===== src/logic/rsb_defines.vh =====
// Register offsets, field positions and timing counts for the status bank.
`ifndef RSB_DEFINES_VH
`define RSB_DEFINES_VH
`define RSB_OFF_PAGE_SEL 8'h29
`define RSB_OFF_GAIN_STAT 8'h2A
`define RSB_OFF_STRENGTH 8'h2B
`define RSB_OFF_GAIN_LEVEL 8'h2C
`define RSB_OFF_ADC_DISP 8'h2D
`define RSB_PAGE_SEL_RESET 8'h00
`define RSB_ADC_PAGE_HI 7
`define RSB_ADC_PAGE_LO 6
`define RSB_GL_PAGE_HI 5
`define RSB_GL_PAGE_LO 4
`define RSB_SS_PAGE_HI 3
`define RSB_SS_PAGE_LO 0
`define RSB_SS_REALTIME 4'h0
`define RSB_SS_NOISE 4'h2
`define RSB_SS_PILOT 4'h4
`define RSB_SS_SECOND 4'h6
`define RSB_SS_PEAK 4'h8
`define RSB_SS_COLL_TIME 4'hC
`define RSB_SS_COLL_DUR 4'hD
`define RSB_SS_ERR_TIME 4'hE
`define RSB_ADC_SETTLE_NS 20000
`define RSB_CLK_NS 50
`define RSB_ADC_SETTLE_CYC ((`RSB_ADC_SETTLE_NS + `RSB_CLK_NS - 1) / `RSB_CLK_NS)
`endif


===== src/logic/rsb_adc_capture.v =====
// ADC result holding register with conversion settle timer.
`timescale 1ns/1ns
`include "rsb_defines.vh"
module rsb_adc_capture #(
  parameter CNT_W = 10,
  parameter SETTLE_CYC = `RSB_ADC_SETTLE_CYC
) (
  // Clock and reset
  input wire clk,
  input wire rst_b,
  // Conversion control
  input wire adc_trigger,
  input wire [7:0] adc_sample,
  // Result
  output reg [7:0] adc_result_r,
  output reg adc_valid_r
);
  reg [CNT_W-1:0] cnt_r;
  reg busy_r;

  // -----------------------------------------------------------------
  // Settle timer
  // -----------------------------------------------------------------
  // result after settle time.
  always @(posedge clk or negedge rst_b) begin
    if (!rst_b) begin
      cnt_r <= {CNT_W{1'b0}};
      busy_r <= 1'b0;
      adc_result_r <= 8'h00;
      adc_valid_r <= 1'b0;
    end else if (adc_trigger) begin
      // A retrigger restarts the wait; the old result stays visible.
      cnt_r <= SETTLE_CYC[CNT_W-1:0] - {{(CNT_W-1){1'b0}}, 1'b1};
      busy_r <= 1'b1;
      adc_valid_r <= 1'b0;
    end else if (busy_r) begin
      if (cnt_r == {CNT_W{1'b0}}) begin
        busy_r <= 1'b0;
        adc_result_r <= adc_sample;
        adc_valid_r <= 1'b1;
      end else begin
        cnt_r <= cnt_r - {{(CNT_W-1){1'b0}}, 1'b1};
      end
    end
  end
endmodule


===== src/logic/rsb_status_bank.v =====
// Reader status register bank with Avalon-MM slave access.
// What this block does
// - Page selector fields choose 2Dh, 2Ch pages
// - Strength page code selects shown value type
// - Noise values captured on store command
// - Status bit 7 reports sub-carrier phase
// - Status bits 6:4 report gain step
// - Bit 3 decode channel, held during reception
// - Bits 2:0 carrier, PLL, oscillator ready
// - Strength display: Q high nibble, I low
// - Gain page 00: Q bits 5:3, I 2:0
// - Gain page 00 bits 7:6 read zero
// - ADC result valid 20 us after trigger
//
// Implementation choice: the Avalon-MM register port.
`timescale 1ns/1ns
`include "rsb_defines.vh"
module rsb_status_bank #(
  parameter ADDR_W = 8,
  parameter ADC_CNT_W = 10
) (
  // Clock and reset
  input wire clk,
  input wire rst_b,
  // Avalon-MM slave
  input wire [ADDR_W-1:0] avs_address,
  input wire avs_read,
  input wire avs_write,
  input wire [31:0] avs_writedata,
  input wire [3:0] avs_byteenable,
  output reg [31:0] avs_readdata,
  output reg avs_waitrequest,
  output reg [1:0] avs_response,
  // Receiver status inputs
  input wire subc_in_phase,
  input wire [2:0] gain_step,
  input wire q_decode_sel,
  input wire rx_start,
  input wire tx_start,
  input wire carrier_stable_flag,
  input wire pll_locked,
  input wire osc_stable,
  // Signal strength sources
  input wire [3:0] rt_q_level,
  input wire [3:0] rt_i_level,
  input wire [3:0] pilot_q_level,
  input wire [3:0] pilot_i_level,
  input wire [3:0] second_q_level,
  input wire [3:0] second_i_level,
  input wire [3:0] peak_q_level,
  input wire [3:0] peak_i_level,
  input wire [7:0] collision_exceed_time,
  input wire [7:0] collision_exceed_duration,
  input wire [7:0] violation_bit_time,
  input wire store_strength_cmd,
  // Gain level and page sources
  input wire [2:0] gain_level_q,
  input wire [2:0] gain_level_i,
  input wire [7:0] gain_level_page1,
  input wire [7:0] gain_level_page2,
  input wire [7:0] gain_level_page3,
  input wire [7:0] adc_page1,
  input wire [7:0] adc_page2,
  input wire [7:0] adc_page3,
  // ADC conversion
  input wire adc_trigger_cmd,
  input wire [7:0] adc_sample,
  // Status outputs
  output reg adc_valid,
  output reg [7:0] page_select
);
  reg [7:0] page_sel_r;
  reg [7:0] noise_level_r;
  reg decode_q_r;
  reg req_done_r;
  reg [31:0] rdata_nxt;
  reg hit_nxt;
  reg [7:0] page_sel_nxt;
  reg req_done_nxt;
  reg waitreq_nxt;
  reg [31:0] rdata_out_nxt;
  reg [1:0] resp_nxt;
  reg [7:0] noise_level_nxt;
  reg decode_q_nxt;
  wire [7:0] adc_result;
  wire adc_valid_w;
  wire [1:0] adc_display_page;
  wire [1:0] gain_level_display_page;
  wire [3:0] strength_display_page;
  wire [7:0] addr8;
  wire req;
  wire sel_write;
  wire [7:0] gain_level_byte;
  wire [7:0] adc_byte;

  // Response codes of the bus; decode error flags an unmapped offset.
  localparam [1:0] RESP_OKAY = 2'h0;
  localparam [1:0] RESP_DECODE = 2'h3;

  // -----------------------------------------------------------------
  // Page fields
  // -----------------------------------------------------------------
  // page field split.
  assign adc_display_page =
    page_sel_r[`RSB_ADC_PAGE_HI:`RSB_ADC_PAGE_LO];
  assign gain_level_display_page =
    page_sel_r[`RSB_GL_PAGE_HI:`RSB_GL_PAGE_LO];
  assign strength_display_page =
    page_sel_r[`RSB_SS_PAGE_HI:`RSB_SS_PAGE_LO];
  assign addr8 = avs_address[7:0];
  assign req = (avs_read | avs_write) & ~req_done_r;
  // Only byte lane 0 carries a writable field.
  assign sel_write = avs_write & avs_byteenable[0] &
    (addr8 == `RSB_OFF_PAGE_SEL);

  // -----------------------------------------------------------------
  // ADC result holder
  // -----------------------------------------------------------------
  rsb_adc_capture #(
    .CNT_W(ADC_CNT_W),
    .SETTLE_CYC(`RSB_ADC_SETTLE_CYC)
  ) u_adc (
    .clk(clk),
    .rst_b(rst_b),
    .adc_trigger(adc_trigger_cmd),
    .adc_sample(adc_sample),
    .adc_result_r(adc_result),
    .adc_valid_r(adc_valid_w)
  );

  // -----------------------------------------------------------------
  // Strength page mux
  // -----------------------------------------------------------------
  function [7:0] pick_strength;
    input [3:0] sel;
    input [7:0] rt;
    input [7:0] noise;
    input [7:0] pilot;
    input [7:0] second;
    input [7:0] peak;
    input [7:0] ctime;
    input [7:0] cdur;
    input [7:0] etime;
    begin
      case (sel)
        `RSB_SS_REALTIME: pick_strength = rt;
        `RSB_SS_NOISE: pick_strength = noise;
        `RSB_SS_PILOT: pick_strength = pilot;
        `RSB_SS_SECOND: pick_strength = second;
        `RSB_SS_PEAK: pick_strength = peak;
        `RSB_SS_COLL_TIME: pick_strength = ctime;
        `RSB_SS_COLL_DUR: pick_strength = cdur;
        `RSB_SS_ERR_TIME: pick_strength = etime;
        default: pick_strength = 8'h00;
      endcase
    end
  endfunction

  // -----------------------------------------------------------------
  // Paged display mux
  // -----------------------------------------------------------------
  // Pages 1 to 3 pass straight through; their layout is set upstream.
  function [7:0] pick_page;
    input [1:0] sel;
    input [7:0] page0;
    input [7:0] page1;
    input [7:0] page2;
    input [7:0] page3;
    begin
      case (sel)
        2'h0: pick_page = page0;
        2'h1: pick_page = page1;
        2'h2: pick_page = page2;
        default: pick_page = page3;
      endcase
    end
  endfunction

  assign gain_level_byte = pick_page(gain_level_display_page,
    {2'h0, gain_level_q, gain_level_i}, gain_level_page1,
    gain_level_page2, gain_level_page3);
  assign adc_byte = pick_page(adc_display_page, adc_result, adc_page1,
    adc_page2, adc_page3);

  // -----------------------------------------------------------------
  // Captured state
  // -----------------------------------------------------------------
  always @* begin
    noise_level_nxt = noise_level_r;
    decode_q_nxt = decode_q_r;
    if (store_strength_cmd) begin
      noise_level_nxt = {rt_q_level, rt_i_level};
    end
    // hold decode channel.
    // A reception start wins over a transmission start in one cycle.
    if (rx_start) begin
      decode_q_nxt = q_decode_sel;
    end else if (tx_start) begin
      decode_q_nxt = 1'b0;
    end
  end

  always @(posedge clk or negedge rst_b) begin
    if (!rst_b) begin
      noise_level_r <= 8'h00;
      decode_q_r <= 1'b0;
    end else begin
      noise_level_r <= noise_level_nxt;
      decode_q_r <= decode_q_nxt;
    end
  end

  // -----------------------------------------------------------------
  // Read decode
  // -----------------------------------------------------------------
  // reads are side-effect free.
  always @* begin
    rdata_nxt = 32'h0000_0000;
    hit_nxt = 1'b1;
    case (addr8)
      `RSB_OFF_PAGE_SEL: rdata_nxt[7:0] = page_sel_r;
      `RSB_OFF_GAIN_STAT: begin
        rdata_nxt[7] = subc_in_phase;
        rdata_nxt[6:4] = gain_step;
        rdata_nxt[3] = decode_q_r;
        rdata_nxt[2:0] = {carrier_stable_flag, pll_locked, osc_stable};
      end
      `RSB_OFF_STRENGTH: begin
        rdata_nxt[7:0] = pick_strength(strength_display_page,
          {rt_q_level, rt_i_level}, noise_level_r,
          {pilot_q_level, pilot_i_level},
          {second_q_level, second_i_level},
          {peak_q_level, peak_i_level}, collision_exceed_time,
          collision_exceed_duration, violation_bit_time);
      end
      `RSB_OFF_GAIN_LEVEL: begin
        rdata_nxt[7:0] = gain_level_byte;
      end
      `RSB_OFF_ADC_DISP: begin
        rdata_nxt[7:0] = adc_byte;
      end
      default: hit_nxt = 1'b0;
    endcase
  end

  // -----------------------------------------------------------------
  // Bus slave
  // -----------------------------------------------------------------
  // Every access costs one wait cycle so read data can be registered.
  always @* begin
    // Read data and response hold between accesses.
    page_sel_nxt = page_sel_r;
    req_done_nxt = 1'b0;
    waitreq_nxt = 1'b1;
    rdata_out_nxt = avs_readdata;
    resp_nxt = avs_response;
    if (req) begin
      req_done_nxt = 1'b1;
      waitreq_nxt = 1'b0;
      resp_nxt = hit_nxt ? RESP_OKAY : RESP_DECODE;
      rdata_out_nxt = avs_read ? rdata_nxt : 32'h0000_0000;
      if (sel_write) begin
        page_sel_nxt = avs_writedata[7:0];
      end
    end
  end

  // -----------------------------------------------------------------
  // Bus slave registers
  // -----------------------------------------------------------------
  // The selector copy lags one edge so the port stays a plain flop.
  always @(posedge clk or negedge rst_b) begin
    if (!rst_b) begin
      page_sel_r <= `RSB_PAGE_SEL_RESET;
      req_done_r <= 1'b0;
      avs_waitrequest <= 1'b1;
      avs_readdata <= 32'h0000_0000;
      avs_response <= RESP_OKAY;
      adc_valid <= 1'b0;
      page_select <= `RSB_PAGE_SEL_RESET;
    end else begin
      page_sel_r <= page_sel_nxt;
      req_done_r <= req_done_nxt;
      avs_waitrequest <= waitreq_nxt;
      avs_readdata <= rdata_out_nxt;
      avs_response <= resp_nxt;
      adc_valid <= adc_valid_w;
      page_select <= page_sel_r;
    end
  end
endmodule


===== config.mk =====
export PLATFORM = sky130hd
export DESIGN_NAME = rsb_status_bank
export DESIGN_NICKNAME = d
export VERILOG_FILES = /design/src/logic/rsb_adc_capture.v /design/src/logic/rsb_status_bank.v
export VERILOG_INCLUDE_DIRS = /design/src /design/src/logic
export SDC_FILE = /design/constraint.sdc
export NUM_CORES = 1
export LEC_CHECK = 0
export BUFFER_PORTS_ARGS = -buffer_cell sky130_fd_sc_hd__buf_2
export CAP_MARGIN = 20
export CORE_ASPECT_RATIO = 0.75
export CORE_MARGIN = 2
export CORE_UTILIZATION = 45
export DETAILED_ROUTE_END_ITERATION = 7
export GPL_ROUTABILITY_DRIVEN = 0
export GPL_TIMING_DRIVEN = 0
export PLACE_DENSITY = 0.82
export REMOVE_ABC_BUFFERS = 1
export SLEW_MARGIN = 20
export SYNTH_ARGS = -nofsm -noshare
export SYNTH_HDL_FRONTEND = slang
export SYNTH_HIERARCHICAL = 1
export SYNTH_SLANG_ARGS = --single-unit

===== constraint.sdc =====
create_clock -name clk -period 2.4 [get_ports clk]
set_input_delay 0.6 -clock clk [delete_from_list [all_inputs] [get_ports clk]]
set_output_delay 0.6 -clock clk [all_outputs]
set_load 0.01 [all_outputs]

==> qor.csv <==
metric,value,unit
clock_path_buffers,2,
cp_data_arrival_time,2630,ps
ys_warn_count,6,
placed_cells,602,
clkTransAtPathRegs,60,ps
synth_cells,353,
die_h,84.0,µm
drive_above_1_share,50.0,%
viasPerCell,5.69,
cts_root_buffer,clkbuf_16,
numCtsBuffers,9,
ir_drop,0.389,mV
port_buffers,170,
grt_max_degree,58,
maxSlewViolCount,0,
tightestPinTransition,824,ps
wire_per_inst,17.7,µm
track_usage,23.8,%
drt_wl_total,11000,µm
drtAntennaViolNets,0,
initial_core_util,45.8,%
final.fill_count,708,
fin_cells,622,
area_growth,30.0,%
drc,0,
path_max_fanout,5,
async_reset_ff_share,100,%
dp_hpwl,8500,µm
htree_num_levels,3,
grt_pass1_wl,17600,µm
regArea,1430,µm²
drtPass1Iterations,4,
synth_edf_count,0,
max_freq,417,MHz
drt_iter0_markers,184,
finalSetupViolCount,0,
status,"complete, no violations",
timing.hold.ws,330,ps
avgSynthCellArea,10.9,µm²
fp-row-count,29,
coreArea,8380,µm²
skew,9.59,ps
fin_crit,2400,ps
die_w,111,µm
vias,3538,
maxCapViolations,0,
fin_nets,689,
cp-end-kind,register,
final_common_cell,buf_2,
path_class,primary input to register,
final_cell_mix,"buf_2 (167), dfrtp_1 (55), mux2_2 (35)",
r2r_cells,5,
cp.required,2630,ps
cts_tree,built,
die_area,9300,µm²
ioPinCount,222,
clk_latency,330,ps
r2r-start,u_adc/cnt_r[0],
rsz0062_at_grt,yes,
grt-ovfl-total,0,
cts_hold_buf,0,
antenna_found_initial,0,
grt_pass1_vias,3562,
rrSetupSlack,220,ps
power.density,547,nW/µm²
slew_headroom,45.0,%
holdCritPathClass,primary input to async pin,
p_leak,2.29,nW
cts_sinks,57,
final_hold_viol_count,0,
antennaDiodeCount,0,
ys_seq_elements,57,
multiInputGateArea,2200,µm²
r2r_end,u_adc/adc_result_r[4],
synth_flop_cell,dfrtp_1,
synth_cell_types,61,
start_kind,primary input,
ys_seq_area_share,37.2,%
synthesis.area,3840,µm²
fin_crit_sh,100,%
cell usage after synthesis (all sizes together), types with 9 or more instances:
cell type / count / area (µm²)
a21oi: 9 / 45.0
nor2b: 9 / 56.3
inv: 9 / 33.8
a22o: 9 / 78.8
buf: 34 / 233
mux4: 14 / 315
nand2: 16 / 60.1
clkbuf: 18 / 67.6
mux2i: 21 / 210
nor3: 9 / 45.0
mux2: 35 / 394
dfrtp: 56 / 1400
layer usage:
| layer | global-route usage [%] | part of all wire, % | routed length [µm] | vias to the layer above |
|---|---|---|---|---|
| li1 | - | - | - | 1635 |
| met1 | 30.9 | 41 | 4510 | 1700 |
| met2 | 38.9 | 49 | 5370 | 181 |
| met3 | 6.46 | 8.5 | 942 | 22 |
| met4 | 7.50 | 1.9 | 212 | 0 |
| met5 | 0 | 0 | 0 | - |
worst max path at each step:
stage	depth (start not counted)	endpoint	startpoint	slack (ps)
2_1_floorplan	5	avs_readdata[5]	avs_address[4]	-300
3_3_place_gp	6	avs_readdata[5]	avs_address[4]	-560
3_5_place_dp	6	avs_readdata[3]	avs_address[4]	-580
4_1_cts	6	avs_readdata[5]	avs_address[4]	10
5_1_grt	6	avs_readdata[5]	avs_address[4]	-40
6_report	6	avs_readdata[5]	avs_address[4]	0.5
report_power, final:
part / switching (mW) / leakage, nW / internal (mW)
sequential: 0.0504 / 0.725 / 1.01
clock: 0.440 / 0.144 / 0.822
combinational: 0.195 / 1.42 / 0.214
worst max-delay path, stage by stage:
cell and delay (ps):
buf_6 90, or4b_4 540, a2111o_1 330, or3b_4 420, or4_4 480, o221ai_2 180
cell type report:
class	instances	area share, %
multi-input combinational	258	44.0
sequential	57	28.6
timing repair buffer	175	18.1
clock buffer	10	4.78
tap	108	2.71
clock inverter	5	1.13
inverter	9	0.676
kinds of logic after synthesis:
logic type / Yosys count / share of synthesized area (%)
DFF: 57 / 37.2
AOI/OAI and AO/OA: 84 / 16.9
buffers and inverters: 61 / 8.70
other: 1 / 0.0976
adders and majority gates: 1 / 0.326
muxes: 70 / 23.9
and+or+nand+nor: 79 / 12.9
what timing repair did:
item	CTS	global route
endpoints found under the setup margin	7	14
buffers inserted	3	2
pin swaps	2	1
hold endpoints to repair	0	0
gates resized for setup	3	7
state kept, by name (all words and copies together) (netlist names), 8 cells and up:
register / count
u_adc/cnt_r: 10
avs_readdata: 8
noise_level_r: 8
page_sel_r: 8
page_select: 8
u_adc/adc_result_r: 8
metrics by stage:
step / TNS, ps / utilization [%] / instance area, µm² / total power, mW / setup WS [ps]
after CTS: 0 / 59.0 / 4940 / 2.75 / 10.1
after global placement: -5430 / 55.0 / 4610 / 1.46 / -559
after detailed placement: -5800 / 55.1 / 4620 / 1.48 / -584
final: 0 / 59.6 / 4990 / 2.73 / 0.529
after global routing: -132 / 59.6 / 4990 / 2.85 / -35.8
after floorplan: -1600 / - / 3630 / 1.26 / -304
Power figures use the tool's default switching activity.
